$ cat src/rtl/hni_pkg.sv
package hni_pkg;

    // Data path and sideband widths
    localparam int HNI_DATA_W = 32;
    localparam int HNI_STRB_W = HNI_DATA_W / 8;
    localparam int HNI_ADDR_W = 32;
    localparam int HNI_QOS_W  = 4;
    localparam int HNI_TGT_W  = 4;
    localparam int HNI_LEN_W  = 5;

    // Register offsets (byte addresses on the APB port)
    localparam logic [11:0] HNI_CTRL_OFF = 12'h000;
    localparam logic [11:0] HNI_QOS_OFF  = 12'h004;
    localparam logic [11:0] HNI_STAT_OFF = 12'h008;

    // Control register fields and reset value
    localparam int          HNI_CTRL_PROMO_BIT = 0;
    localparam int          HNI_CTRL_EWR_BIT   = 1;
    localparam int          HNI_CTRL_QMODE_LSB = 4;
    localparam int          HNI_CTRL_SPLIT_LSB = 8;
    localparam logic [31:0] HNI_CTRL_RST       = 32'h0000_1000;

    // Regulator register fields and reset value
    localparam int          HNI_QOS_PER_LSB = 0;
    localparam int          HNI_QOS_LIM_LSB = 8;
    localparam int          HNI_QOS_HI_LSB  = 16;
    localparam int          HNI_QOS_LO_LSB  = 20;
    localparam logic [31:0] HNI_QOS_RST     = 32'h0008_0F03;

    // Regulator modes
    localparam logic [1:0] HNI_QM_OFF  = 2'h0;
    localparam logic [1:0] HNI_QM_SOFT = 2'h1;
    localparam logic [1:0] HNI_QM_HARD = 2'h2;

    // Bus encodings
    localparam logic [1:0] HNI_TRANS_NONSEQ = 2'h2;
    localparam logic [2:0] HNI_BURST_INCR   = 3'h1;
    localparam logic [1:0] HNI_RSP_OKAY     = 2'h0;
    localparam logic [1:0] HNI_RSP_EXOKAY   = 2'h1;
    localparam logic [1:0] HNI_RSP_SLVERR   = 2'h2;
    localparam logic [1:0] HNI_RSP_DECERR   = 2'h3;

    // Data-phase state machine
    typedef enum logic [6:0] {
        HNI_ST_IDLE  = 7'h01,
        HNI_ST_DATA  = 7'h02,
        HNI_ST_RWAIT = 7'h04,
        HNI_ST_WRSP  = 7'h08,
        HNI_ST_HOLD  = 7'h10,
        HNI_ST_ERR1  = 7'h20,
        HNI_ST_ERR2  = 7'h40
    } hni_state_t;

    // Registered address phase
    typedef struct packed {
        logic [HNI_ADDR_W-1:0] addr;
        logic                  write;
        logic [2:0]            size;
        logic [HNI_LEN_W-1:0]  len;
        logic                  excl;
        logic                  share;
    } hni_aph_t;

    // Request flit: reads and writes share one channel
    typedef struct packed {
        logic                  write;
        logic                  hdr;
        logic [HNI_LEN_W-1:0]  len;
        logic [HNI_TGT_W-1:0]  tgt;
        logic [HNI_ADDR_W-1:0] addr;
        logic [2:0]            size;
        logic                  excl;
        logic                  share;
        logic [HNI_QOS_W-1:0]  qos;
        logic [HNI_DATA_W-1:0] data;
    } hni_req_t;

    // Response flit: one fragment with the byte lanes it carries
    typedef struct packed {
        logic                  write;
        logic                  last;
        logic [1:0]            resp;
        logic [HNI_STRB_W-1:0] lanes;
        logic [HNI_DATA_W-1:0] data;
    } hni_rsp_t;

endpackage

$ cat src/rtl/hni_ahb_ingress_ni.sv
// The placing of the registers and register access over APB were chosen for this implementation.
`timescale 1ns/1ns
// Functional notes
// - Slave variant has select, ready input and ready output.
// - Mirrored-master variant ignores select and ready input for direct master hookup.
// - AHB transfers become request flits; response flits become AHB responses.
// - A new read waits while any issued write is outstanding.
// - With promotion on, aligned undefined INCR bursts become four-beat bursts.
// - Split bursts at stripe boundaries or at the programmed split size.
// - Early write response answers writes early; later reads wait for completion.
// - Hard and soft bandwidth regulators, mode and settings in registers.
// - Register stages isolate AHB timing from network timing.
// - One shared request channel and one shared response channel.
// - Accept responses from equal, narrower or wider egress widths.
// - Gather narrow read fragments into one full-width beat.
// - Merged status: error above okay above exclusive okay.
// - Data widths of 512 or 1024 bits are not allowed.
// - Multi-copy atomicity holds only with early write response off.
// - Shareable exclusive accesses leave as non-shareable exclusive.
// - Address phase is registered to line up with its data phase.
// - Request output always buffered; depacketizer output always registered.
// - Optional stages on write data, packetizer input, AHB response, network response.

// Optional valid/ready register slice; pass-through when EN is 0
module hni_slice #(
    parameter type T  = logic,
    parameter bit  EN = 1'b1
) (
    input  wire logic pclk,
    input  wire logic presetn,
    input  wire logic in_valid,
    input  wire T     in_data,
    output logic      in_ready,
    output logic      out_valid,
    output T          out_data,
    input  wire logic out_ready
);
    generate
        if (EN)
        begin : g_reg
            logic valid_q;
            T     data_q;
            assign in_ready  = !valid_q || out_ready;
            assign out_valid = valid_q;
            assign out_data  = data_q;
            // Holds the flit stable until the far side takes it
            always_ff @(posedge pclk or negedge presetn)
            begin
                if (!presetn)
                    valid_q <= 1'b0;
                else if (in_ready)
                    valid_q <= in_valid;
            end
            always_ff @(posedge pclk)
            begin
                if (in_valid && in_ready)
                    data_q <= in_data;
            end
        end
        else
        begin : g_wire
            assign in_ready  = out_ready;
            assign out_valid = in_valid;
            assign out_data  = in_data;
        end
    endgenerate
endmodule // hni_slice

module hni_ahb_ingress_ni
    import hni_pkg::*;
#(
    parameter bit MIRROR        = 1'b0,
    parameter bit WDATA_STAGE   = 1'b0,
    parameter bit PKT_IN_STAGE  = 1'b0,
    parameter bit HRSP_STAGE    = 1'b0,
    parameter bit NET_RSP_STAGE = 1'b0,
    parameter int STRIPE_LOG2   = 12,
    parameter int OUT_W         = 6
) (
    input  wire logic                  pclk,
    input  wire logic                  presetn,
    input  wire logic                  psel,
    input  wire logic                  penable,
    input  wire logic                  pwrite,
    input  wire logic [11:0]           paddr,
    input  wire logic [31:0]           pwdata,
    output logic                       pready,
    output logic [31:0]                prdata,
    output logic                       pslverr,
    input  wire logic                  hsel,
    input  wire logic                  hready_in,
    input  wire logic [1:0]            htrans,
    input  wire logic                  hwrite,
    input  wire logic [HNI_ADDR_W-1:0] haddr,
    input  wire logic [2:0]            hsize,
    input  wire logic [2:0]            hburst,
    input  wire logic                  hexcl,
    input  wire logic                  hshare,
    input  wire logic [HNI_DATA_W-1:0] hwdata,
    output logic                       hready_out,
    output logic                       hresp,
    output logic                       hexokay,
    output logic [HNI_DATA_W-1:0]      hrdata,
    output logic                       req_valid,
    output hni_req_t                   req,
    input  wire logic                  req_ready,
    input  wire logic                  rsp_valid,
    input  wire hni_rsp_t              rsp,
    output logic                       rsp_ready
);

    // Severity rank: errors above okay above exclusive okay
    function automatic logic [1:0] rank(input logic [1:0] r);
        rank = r[1] ? 2'h2 : (r == HNI_RSP_OKAY) ? 2'h1 : 2'h0;
    endfunction

    function automatic logic mapped(input logic [11:0] a);
        mapped = (a == HNI_CTRL_OFF) || (a == HNI_QOS_OFF) || (a == HNI_STAT_OFF);
    endfunction

    hni_state_t                 state_q, state_d;
    hni_aph_t                   aph_q;
    hni_req_t                   pkt, buf_data;
    hni_rsp_t                   rin;
    logic [31:0]                ctrl_q, qos_q;
    logic [HNI_LEN_W-1:0]       beat_q, blen;
    logic                       hdr_q, dcyc_q, first_q, promo;
    logic [OUT_W-1:0]           wr_out_q;
    logic [7:0]                 tok_q, per_q;
    logic [HNI_DATA_W-1:0]      wdata_q, acc_q, m_data;
    logic [1:0]                 acc_resp_q, m_resp;
    logic                       sel, rdy_in, addr_take, push, rd_haz, qos_blk;
    logic                       sa_ready, buf_valid, buf_ready, rin_valid;
    logic                       rd_done, wr_done, fin_err;
    logic [1:0]                 qmode;
    logic [4:0]                 split;

    assign qmode = ctrl_q[HNI_CTRL_QMODE_LSB +: 2];
    assign split = ctrl_q[HNI_CTRL_SPLIT_LSB +: 5];

    // Mirrored variant has no decoder in front, so select and ready are implied
    assign sel    = MIRROR ? 1'b1 : hsel;
    assign rdy_in = MIRROR ? 1'b1 : hready_in;
    assign addr_take = ((state_q == HNI_ST_IDLE) || (state_q == HNI_ST_ERR2))
                       && sel && rdy_in && htrans[1];

    // Burst length from the burst code; promote aligned INCR to four beats
    assign promo = ctrl_q[HNI_CTRL_PROMO_BIT] && (hburst == HNI_BURST_INCR)
                   && ((haddr[7:0] & ((8'h04 << hsize) - 8'h01)) == 8'h00);
    always_comb
    begin
        blen = 5'h00;
        case (hburst[2:1])
            2'h1:    blen = 5'h04;
            2'h2:    blen = 5'h08;
            2'h3:    blen = 5'h10;
            default: blen = hburst[0] ? 5'h00 : 5'h01;
        endcase
        if (promo)
            blen = 5'h04;
    end

    // Capture the address phase; the lock indication has no input at all
    always_ff @(posedge pclk or negedge presetn)
    begin
        if (!presetn)
            aph_q <= '0;
        else if (addr_take)
        begin
            aph_q.addr  <= haddr;
            aph_q.write <= hwrite;
            aph_q.size  <= hsize;
            aph_q.len   <= blen;
            aph_q.excl  <= hexcl;
            aph_q.share <= hshare && !hexcl;
        end
    end

    // Start a new network request at burst start, stripe edge or split size
    always_ff @(posedge pclk or negedge presetn)
    begin
        if (!presetn)
        begin
            beat_q <= 5'h00;
            hdr_q  <= 1'b0;
        end
        else if (addr_take)
        begin
            if (htrans == HNI_TRANS_NONSEQ || beat_q == split
                || haddr[STRIPE_LOG2-1:0] == '0)
            begin
                beat_q <= 5'h01;
                hdr_q  <= 1'b1;
            end
            else
            begin
                beat_q <= beat_q + 5'h01;
                hdr_q  <= 1'b0;
            end
        end
    end

    // Optional write-data stage costs one data-phase cycle per write
    always_ff @(posedge pclk or negedge presetn)
    begin
        if (!presetn)
        begin
            wdata_q <= '0;
            dcyc_q  <= 1'b0;
        end
        else
        begin
            wdata_q <= hwdata;
            dcyc_q  <= (state_q == HNI_ST_DATA) && !push;
        end
    end

    // Reads never pass an outstanding write, early-answered or not
    assign rd_haz  = !aph_q.write && (wr_out_q != '0);
    assign qos_blk = (qmode == HNI_QM_HARD) && (tok_q == 8'h00);
    assign push    = (state_q == HNI_ST_DATA) && sa_ready && !rd_haz && !qos_blk
                     && (!aph_q.write || !WDATA_STAGE || dcyc_q);

    // Packetize; soft regulation demotes priority instead of stalling
    always_comb
    begin
        pkt       = '0;
        pkt.write = aph_q.write;
        pkt.hdr   = hdr_q;
        pkt.len   = aph_q.len;
        pkt.tgt   = aph_q.addr[HNI_ADDR_W-1 -: HNI_TGT_W];
        pkt.addr  = aph_q.addr;
        pkt.size  = aph_q.size;
        pkt.excl  = aph_q.excl;
        pkt.share = aph_q.share;
        pkt.qos   = (qmode == HNI_QM_SOFT && tok_q == 8'h00)
                    ? qos_q[HNI_QOS_LO_LSB +: 4] : qos_q[HNI_QOS_HI_LSB +: 4];
        pkt.data  = (aph_q.write && WDATA_STAGE) ? wdata_q : hwdata;
    end

    // Packetizer input stage, then the request buffer that always exists
    hni_slice #(.T(hni_req_t), .EN(PKT_IN_STAGE)) u_pkt_in (
        .pclk      (pclk),
        .presetn   (presetn),
        .in_valid  (push),
        .in_data   (pkt),
        .in_ready  (sa_ready),
        .out_valid (buf_valid),
        .out_data  (buf_data),
        .out_ready (buf_ready)
    );
    hni_slice #(.T(hni_req_t), .EN(1'b1)) u_req_buf (
        .pclk      (pclk),
        .presetn   (presetn),
        .in_valid  (buf_valid),
        .in_data   (buf_data),
        .in_ready  (buf_ready),
        .out_valid (req_valid),
        .out_data  (req),
        .out_ready (req_ready)
    );

    // Response input: every fragment is taken, one read is in flight at most
    hni_slice #(.T(hni_rsp_t), .EN(NET_RSP_STAGE)) u_rsp_in (
        .pclk      (pclk),
        .presetn   (presetn),
        .in_valid  (rsp_valid),
        .in_data   (rsp),
        .in_ready  (),
        .out_valid (rin_valid),
        .out_data  (rin),
        .out_ready (1'b1)
    );
    always_ff @(posedge pclk or negedge presetn)
    begin
        if (!presetn)
            rsp_ready <= 1'b0;
        else
            rsp_ready <= 1'b1;
    end

    // Gather lanes of narrow fragments; wider targets fill all lanes at once
    always_comb
    begin
        m_data = first_q ? '0 : acc_q;
        for (int i = 0; i < HNI_STRB_W; i++)
        begin
            if (rin.lanes[i])
                m_data[i*8 +: 8] = rin.data[i*8 +: 8];
        end
        m_resp = (first_q || rank(rin.resp) > rank(acc_resp_q)) ? rin.resp : acc_resp_q;
    end
    assign rd_done = rin_valid && !rin.write && rin.last;
    assign wr_done = rin_valid && rin.write && rin.last;
    assign fin_err = m_resp[1];

    // Depacketizer output register
    always_ff @(posedge pclk or negedge presetn)
    begin
        if (!presetn)
        begin
            acc_q      <= '0;
            acc_resp_q <= HNI_RSP_OKAY;
            first_q    <= 1'b1;
        end
        else if (rin_valid && !rin.write)
        begin
            acc_q      <= m_data;
            acc_resp_q <= m_resp;
            first_q    <= rin.last;
        end
    end

    // Writes in flight; counted at packetizing so hazards see queued flits
    always_ff @(posedge pclk or negedge presetn)
    begin
        if (!presetn)
            wr_out_q <= '0;
        else
            wr_out_q <= wr_out_q + OUT_W'(push && aph_q.write) - OUT_W'(wr_done);
    end

    // Token bucket shared by both regulator modes
    always_ff @(posedge pclk or negedge presetn)
    begin
        if (!presetn)
        begin
            tok_q <= 8'h00;
            per_q <= 8'h00;
        end
        else
        begin
            per_q <= (per_q >= qos_q[HNI_QOS_PER_LSB +: 8]) ? 8'h00 : per_q + 8'h01;
            tok_q <= tok_q
                     + 8'((per_q >= qos_q[HNI_QOS_PER_LSB +: 8])
                          && (tok_q < qos_q[HNI_QOS_LIM_LSB +: 8]))
                     - 8'(push && (tok_q != 8'h00));
        end
    end

    // Data-phase sequencing
    always_comb
    begin
        state_d = state_q;
        case (state_q)
            HNI_ST_IDLE, HNI_ST_ERR2:
                state_d = addr_take ? HNI_ST_DATA : HNI_ST_IDLE;
            HNI_ST_DATA:
                if (push)
                begin
                    if (!aph_q.write)
                        state_d = HNI_ST_RWAIT;
                    else if (!ctrl_q[HNI_CTRL_EWR_BIT])
                        state_d = HNI_ST_WRSP;
                    else
                        state_d = HRSP_STAGE ? HNI_ST_HOLD : HNI_ST_IDLE;
                end
            HNI_ST_RWAIT:
                if (rd_done)
                    state_d = fin_err ? HNI_ST_ERR1
                              : (HRSP_STAGE ? HNI_ST_HOLD : HNI_ST_IDLE);
            HNI_ST_WRSP:
                if (wr_done && wr_out_q == OUT_W'(1))
                    state_d = rin.resp[1] ? HNI_ST_ERR1
                              : (HRSP_STAGE ? HNI_ST_HOLD : HNI_ST_IDLE);
            HNI_ST_HOLD:
                state_d = HNI_ST_IDLE;
            HNI_ST_ERR1:
                state_d = HNI_ST_ERR2;
            default:
                state_d = HNI_ST_IDLE;
        endcase
    end

    always_ff @(posedge pclk or negedge presetn)
    begin
        if (!presetn)
            state_q <= HNI_ST_IDLE;
        else
            state_q <= state_d;
    end

    // AHB answer flops; never split or retry, only okay or two-cycle error
    always_ff @(posedge pclk or negedge presetn)
    begin
        if (!presetn)
        begin
            hready_out <= 1'b1;
            hresp      <= 1'b0;
            hexokay    <= 1'b0;
            hrdata     <= '0;
        end
        else
        begin
            hready_out <= (state_d == HNI_ST_IDLE) || (state_d == HNI_ST_ERR2);
            hresp      <= (state_d == HNI_ST_ERR1) || (state_d == HNI_ST_ERR2);
            if (addr_take)
                hexokay <= 1'b0;
            else if (rd_done)
                hexokay <= (m_resp == HNI_RSP_EXOKAY);
            if (rd_done)
                hrdata <= m_data;
        end
    end

    // APB slave: no wait states, unmapped offsets answer with an error
    always_ff @(posedge pclk or negedge presetn)
    begin
        if (!presetn)
        begin
            pready  <= 1'b0;
            prdata  <= 32'h0000_0000;
            pslverr <= 1'b0;
            ctrl_q  <= HNI_CTRL_RST;
            qos_q   <= HNI_QOS_RST;
        end
        else
        begin
            pready  <= psel && !penable;
            pslverr <= psel && !penable && !mapped(paddr);
            prdata  <= 32'h0000_0000;
            if (psel && !penable && !pwrite)
            begin
                case (paddr)
                    HNI_CTRL_OFF: prdata <= ctrl_q;
                    HNI_QOS_OFF:  prdata <= qos_q;
                    HNI_STAT_OFF: prdata <= {9'h000, state_q, tok_q, 2'h0, wr_out_q};
                    default:      prdata <= 32'h0000_0000;
                endcase
            end
            if (psel && penable && pready && pwrite && paddr == HNI_CTRL_OFF)
                ctrl_q <= pwdata & 32'h0000_1F33;
            if (psel && penable && pready && pwrite && paddr == HNI_QOS_OFF)
                qos_q <= pwdata & 32'h00FF_FFFF;
        end
    end
endmodule // hni_ahb_ingress_ni

$ cat config.mk
export PLATFORM = sky130hd
export DESIGN_NAME = hni_ahb_ingress_ni
export DESIGN_NICKNAME = d
export VERILOG_FILES = /design/src/rtl/hni_pkg.sv /design/src/rtl/hni_ahb_ingress_ni.sv
export SDC_FILE = /design/constraint.sdc
export NUM_CORES = 1
export LEC_CHECK = 0
export ABC_AREA = 0
export BUFFER_PORTS_ARGS = -buffer_cell sky130_fd_sc_hd__buf_2
export CORE_ASPECT_RATIO = 1.25
export CORE_MARGIN = 1.5
export CORE_UTILIZATION = 40
export DETAILED_ROUTE_END_ITERATION = 12
export PLACE_DENSITY_LB_ADDON = 0.25
export SLEW_MARGIN = 20
export SYNTH_ARGS = -nofsm -noshare
export SYNTH_HDL_FRONTEND = slang
export SYNTH_SLANG_ARGS = --single-unit
$ cat constraint.sdc
create_clock -name pclk -period 3.3 [get_ports pclk]
set_input_delay 0.33 -clock pclk [delete_from_list [all_inputs] [get_ports pclk]]
set_output_delay 0.33 -clock pclk [all_outputs]
set_load 0.05 [all_outputs]
# Word-level counts from Yosys, hierarchy flattened
# Cells that the tools add are included.
[op_classes] n_shift=1 n_addsub=7 bitwise_logic=1 reduce_logical=57 n_mux=30 magnitude_cmp=3 eq_ne=21
[ops] operator="24-bit case mux with 3 select lines" n=1
[ops] operator="32-bit two-way mux" n=2
[ops] operator="8-bit two-way mux" n=5
[ops] operator="7-bit case mux with 5 select lines" n=1
[ops] operator="1-bit logical AND" n=29
[ops] operator="12-bit logical NOT" n=2
[ops] operator="7-bit two-way mux" n=3
[ops] operator="8-bit logical NOT" n=2
[ops] operator="5-bit case mux with 3 select lines" n=1
[ops] operator="7-bit by 1-bit == test with 1-bit output (second input constant)" n=2
[ops] operator="7-bit by 6-bit == test with 1-bit output (second input constant)" n=2
[ops] operator="7-bit == test (second input constant)" n=2
[ops] operator="12-bit by 3-bit == test with 1-bit output (second input constant)" n=1
[ops] operator="12-bit by 4-bit == test with 1-bit output (second input constant)" n=1
[ops] operator="4-bit two-way mux" n=3
[ops] operator="6-bit two-way mux" n=2
[ops] operator="5-bit two-way mux" n=2
[ops] operator="1-bit logical NOT" n=9
[ops] operator="1-bit logical OR" n=9
[ops] operator="8-bit by 1-bit adder with 8-bit output" n=1
[ops] operator="8-bit by 1-bit adder with 8-bit output (second input constant)" n=1
[ops] operator="8-bit AND" n=1
[ops] operator="2-bit == test (second input constant)" n=4
[ops] operator="8-bit >= comparator" n=1
[ops] operator="22 further kinds" n=33
[totals] out_inout_bits=155 wordCells=156 reg_bits=301

# Longest topological paths before layout
[logic_depth] word_depth=11 ltp_mapped=17 depth_no_buf=17

# By module
# A second synthesis with hierarchy kept.
[unflattened] hier_cells=1105 hier_area_um2=12986.2
[modules_own_cells] module="hni_ahb_ingress_ni" seq_area_each_um2=5193.7 area_per_inst_um2=9449.1 n_inst=1 cells_per_inst=889
[modules_own_cells] module="hni_slice (u_req_buf)" seq_area_each_um2=2547.4 area_per_inst_um2=2576.2 n_inst=1 cells_per_inst=88
[modules_own_cells] module="hni_slice (u_pkt_in)" seq_area_each_um2=0.0 area_per_inst_um2=645.6 n_inst=1 cells_per_inst=86
[modules_own_cells] module="hni_slice (u_rsp_in)" seq_area_each_um2=0.0 area_per_inst_um2=315.3 n_inst=1 cells_per_inst=42

# Least setup slack after synthesis
# Ideal clock, no wire load.
[synth_path] path_kind="reg2reg" startpoint="reg wr_out_q[2]" endpoint="reg hresp" t_arrival_ns=3.523 path_buffers=0 setup_time_ns=0.121 slack_ns=-0.344 required_ns=3.179 period_less_slack_ns=3.644 path_stages_with_launch=9 cell_sequence="dfrtp_1 -> inv_1 -> ha_1 -> nor4bb_1 -> o21a_1 -> or3b_1 -> inv_1 -> a22oi_1 -> o211a_1"
[synth_via] elab_chain_cells=9 elab_cells_between_ends=13 cone_classes="eq/ne: 3; mux: 3; reduce/logical: 7"
[synth_rtl] element="from (decl)" line="hni_ahb_ingress_ni.sv:128" rtl="logic [OUT_W-1:0] wr_out_q;"
[synth_rtl] element="from (signal assigned)" line="hni_ahb_ingress_ni.sv:320" rtl="wr_out_q <= wr_out_q + OUT_W'(push && aph_q.write) - OUT_W'(wr_done);"
[synth_rtl] element="6-bit nonzero test" line="hni_ahb_ingress_ni.sv:219" rtl="assign rd_haz = !aph_q.write && (wr_out_q != '0);"
[synth_rtl] element="1-bit logical AND" line="hni_ahb_ingress_ni.sv:219"
[synth_rtl] element="1-bit logical NOT" line="hni_ahb_ingress_ni.sv:221" rtl="assign push = (state_q == HNI_ST_DATA) && sa_ready && !rd_haz && !qos_blk"
[synth_rtl] element="1-bit logical AND (2 in a row)" line="hni_ahb_ingress_ni.sv:221"
[synth_rtl] element="7-bit two-way mux" line="hni_ahb_ingress_ni.sv:349" rtl="if (push)"
[synth_rtl] element="7-bit case mux with 5 select lines (*)" line="hni_ahb_ingress_ni.sv:345" rtl="case (state_q)"
[synth_rtl] element="7-bit by 6-bit == test with 1-bit output or 7-bit == test (tied branches)" line="hni_ahb_ingress_ni.sv:396" rtl="hresp <= (state_d == HNI_ST_ERR1) || (state_d == HNI_ST_ERR2);"
[synth_rtl] element="1-bit logical OR (*)" line="hni_ahb_ingress_ni.sv:396"
[synth_rtl] element="to (signal assigned)" line="hni_ahb_ingress_ni.sv:396"
[synth_rtl] element="to (decl)" line="hni_ahb_ingress_ni.sv:101" rtl="output logic hresp,"
# Every way passes the cells marked *; elsewhere a longest branch is shown, timed or not.
# A chain may end at the register's enable or synchronous reset.

# Final worst setup path
[layout_path] startpoint="reg wr_out_q[2]" endpoint="reg tok_q[6]"
[layout_via] elab_chain_cells=7
[layout_rtl] element="6-bit nonzero test" line="hni_ahb_ingress_ni.sv:219"
[layout_rtl] element="1-bit logical AND" line="hni_ahb_ingress_ni.sv:219"
[layout_rtl] element="1-bit logical NOT" line="hni_ahb_ingress_ni.sv:221"
[layout_rtl] element="1-bit logical AND (2 in a row)" line="hni_ahb_ingress_ni.sv:221"
[layout_rtl] element="1-bit logical AND" line="hni_ahb_ingress_ni.sv:337" rtl="- 8'(push && (tok_q != 8'h00));"
[layout_rtl] element="8-bit by 1-bit subtractor with 8-bit output" line="hni_ahb_ingress_ni.sv:337"
[layout_rtl] element="to (signal assigned)" line="hni_ahb_ingress_ni.sv:334" rtl="tok_q <= tok_q"
[layout_rtl] element="to (decl)" line="hni_ahb_ingress_ni.sv:129" rtl="logic [7:0] tok_q, per_q;"
# No other way between the ends.

==> summary.txt <==
Run status
  – Status: finished with violations
  – Failing checks: setup timing

Clocking
  – Root Buffer: clkbuf_16
  – Worst skew pair latency: approximately 0.57 ns
  – CTS max path bufs: 3
  – H-tree levels: 1
  – CTS tree: yes
  – Worst-path clk slew: around 0.070 ns
  – # clock sinks: roughly 290
  – CTS buffer count: 29

Finish
  – Footprint of the multi-input gates: between 4000 and 5000 um^2
  – Register Area: roughly 7600 um^2
  – Post-Layout Cell Count: 1797
  – Synth-to-Final Area Change: 37.4%
  – Layout cells sized above 1: 0.362
  – Final #Nets: approximately 1.6k
  – FILL cells: ~2.5k
  – Final Util: 0.561

Yosys
  – Post-Syn Instances: 920
  – Sequential share of the synthesized area: 0.634
  – Ys Warns: 0
  – Post-synth ARST share: 0.725
  – EDFF count, synth: between 70 and 80
  – Yosys reg bits: approximately 290
  – Unique masters post-synth: 71
  – Syn Std Cell Area: ~12000 um^2
  – Dominant synthesized flop cell: dfrtp_1
  – Syn Area/Cell: 13.0 um^2

Worst setup path
  – Beginning of the critical path: wr_out_q[2]$_DFF_PN0_
  – CP startpoint kind: register
  – CP required: between 3 and 4 ns
  – Kind of critical path: register to register
  – CP Capture Type: register
  – Worst r2r src: wr_out_q[2]$_DFF_PN0_
  – Critical Path Fanout Max: 2
  – FF-to-FF path depth: 16
  – CP arrival: 3.84 ns

GRT
  – First-pass GRT wire length: 46500 um
  – Vias in the first global route: 8983
  – Gr usage total: 0.192
  – Largest net degree at the start of global routing: ~110
  – Overflow after GRT: 0
  – Initial antenna violation count: 2

STA
  – Unrepaired setup endpoints after global routing: true
  – Clock skew: 0.0101 ns
  – Fin crit share: 1.02
  – Rel. slew slack: 0.421
  – Max Freq: ~0.30 GHz
  – Tmin final: 3.37 ns
  – Setup violators final: 1
  – Worst Slack Setup Final: -0.0744 ns
  – Final slew viol count: 0
  – Least-Margin Pin Slew: a little under 0.9 ns
  – Final hold violations: 0

Routing
  – Routed len/inst: roughly 17 um
  – ANT nets after route: 0
  – Initial DRT Pass Iterations: 5
  – Drt via density: roughly 4.9
  – Vias: between 8k and 9k
  – Initial drt markers: ~430
  – Final WL: between 30000 and 40000 um
  – DRC Markers: 0

Min path
  – Hold path start: pwdata[0]
  – Hold path cells: 2
  – Worst hold path class: primary input to register

Placement
  – GPL Wtd Cong: between 0.7 and 0.8
  – Port bufs: between 300 and 400
  – Worst slack at placement: -0.119 ns
  – DP HPWL: ~21000 um
  – Placed instance count: 1629

Power
  – Leakage: about 0.0077 uW
  – Total power: 10000 uW
  – Max IR drop VDD: roughly 0.38 mV
  – PwrDens: between 600 and 700 nW/um^2

Die
  – Initial core utilization: 0.408
  – DIE AREA: 31000 um^2
  – Die X: roughly 160 um
  – Die height: slightly below 200 um
  – Io pins: 323
  – Placeable core region: ~29000 um^2
  – Number of cell rows: 70

Job
  – Max cap viols: 0
-- worst max-delay path, cell delays in order (launching register included) --
cell and delay [ns]:
dfrtp_1 0.38, inv_2 0.08, ha_4 0.13, nor4bb_4 0.28
o21a_1 0.17, or3b_4 0.41, a31oi_4 0.15, ha_1 0.25
inv_1 0.07, ha_2 0.19, inv_2 0.04, fa_2 0.38
nor2b_1 0.12, o21a_1 0.15, o21ai_2 0.08, nor4b_4 0.13
a2111oi_2 0.27
-- through the flow --
step	TNS, ns	instance area, um^2	hold WS [ns]
6_report	-0.0744	16500	0.0241
5_1_grt	-0.470	16500	0.00620
4_1_cts	-0.0882	16300	0.000169
3_5_place_dp	-0.119	14200	0.427
3_3_place_gp	-0.0643	14200	0.423
2_1_floorplan	0	12000	0.0344
-- power by group --
group | switching (uW) | internal [uW] | leakage, uW
clock network | 1380 | 2090 | 0.000501
registers | 228 | 4050 | 0.00327
logic | 1220 | 1050 | 0.00390
total | 2830 | 7200 | 0.00766
-- flip-flops by register name (all words and copies together), names as in the netlist --
| name | count |
|---|---|
| hexokay | 1 |
| pready | 1 |
| wr_out_q | 6 |
| state_q | 7 |
| prdata | 24 |
| tok_q | 8 |
| acc_q | 32 |
| aph_q | 42 |
| hresp | 1 |
| ctrl_q | 9 |
| first_q | 1 |
| hrdata | 32 |
| hdr_q | 1 |
| per_q | 8 |
| qos_q | 24 |
| beat_q | 5 |
| u_req_buf.out_valid | 1 |
| acc_resp_q | 2 |
| rsp_ready | 1 |
| pslverr | 1 |
| u_req_buf.out_data | 79 |
| hready_out | 1 |
-- area by class of cell --
cell class	instances	share of cell area
Antenna cell	2	0.000304
Clock buffer	42	0.0514
Clock inverter	12	0.0104
Inverter	51	0.0119
Multi-Input combinational cell	544	0.251
Sequential cell	287	0.461
Tap cell	396	0.0301
Timing Repair Buffer	463	0.184
-- what timing repair did --
action	CTS	global route
setup endpoints to repair	1	3
endpoints found under the hold margin	207	0
pin swaps	5	7
buffers inserted	0	5
hold buffers	107	0
gates resized for setup	9	14
-- logic make-up (layout without fill, tap and decap cells) --
family / count (synthesis) / count (layout) / synth area share
simple gates: 203 / 203 / 0.0926
xor+xnor: 22 / 22 / 0.0161
other cells: 2 / 13 / 0.000627
fa+ha+maj: 40 / 40 / 0.0430
compound gates: 206 / 206 / 0.120
buf+inv: 98 / 568 / 0.0358
mux: 62 / 62 / 0.0582
flops: 287 / 287 / 0.634
-- layout by cell type, fill, tap and decap left out, drive strengths merged, types with 11 or more instances in the layout --
cell type / Yosys / routed
a22o: 33 / 33
clkbuf: 23 / 42
nand2: 37 / 37
nor2: 82 / 82
inv: 51 / 51
nand3: 11 / 11
o21ai: 35 / 35
edfxtp: 79 / 79
dfstp: 11 / 11
buf: 24 / 356
a22oi: 42 / 42
conb: 2 / 11
ha: 38 / 38
dlygate4sd3: 0 / 107
a21oi: 49 / 49
dfrtp: 197 / 197
mux2: 61 / 61
xor2: 15 / 15
-- per-layer routing --
metal	vias to the layer above	global-route usage	part of all wire
met1	4329	0.225	0.39
li1	4226	-	-
met2	278	0.348	0.52
met5	-	0	0
met4	0	0.0730	0.033
met3	55	0.0339	0.058
-- cell usage after synthesis, drive strengths merged (4+ instances only) --
| cell type | number | area share |
|---|---|---|
| nand2b | 10 | 0.0052 |
| nor4b | 6 | 0.0072 |
| buf | 24 | 0.013 |
| and3 | 8 | 0.0042 |
| o21ai | 35 | 0.015 |
| a22oi | 42 | 0.026 |
| ha | 38 | 0.040 |
| a21oi | 49 | 0.020 |
| nor3b | 8 | 0.0054 |
| dfstp | 11 | 0.024 |
| nor4 | 7 | 0.0060 |
| nand2 | 37 | 0.012 |
| and4b | 4 | 0.0033 |
| a222oi | 9 | 0.0075 |
| clkbuf | 23 | 0.0072 |
| a21o | 8 | 0.0050 |
| xnor2 | 7 | 0.0051 |
| nor2 | 82 | 0.026 |
| and3b | 4 | 0.0029 |
| a22o | 33 | 0.024 |
| a211oi | 6 | 0.0038 |
| and2 | 5 | 0.0026 |
| edfxtp | 79 | 0.20 |
| mux2 | 61 | 0.057 |
| nor3 | 5 | 0.0034 |
| xor2 | 15 | 0.011 |
| nor2b | 4 | 0.0021 |
| dfrtp | 197 | 0.41 |
| nand3 | 11 | 0.0050 |
| inv | 51 | 0.016 |
-- final timing paths --
| path | endpoint | slack (ns) |
|---|---|---|
| worst min-delay path | ctrl_q[0]$_DFFE_PN0P_ | 0.02 |
| worst max-delay path | tok_q[6]$_DFF_PN0_ | -0.07 |
| worst max register to register | tok_q[6]$_DFF_PN0_ | -0.07 |
| worst min register to register | u_req_buf.out_data[55]$_DFFE_PP_ | 0.44 |
| min in group asynchronous | prdata[0]$_DFF_PN0_ | 0.42 |
| max in group asynchronous | qos_q[9]$_DFFE_PN1P_ | 2.00 |
Power figures use the tool's default switching activity.
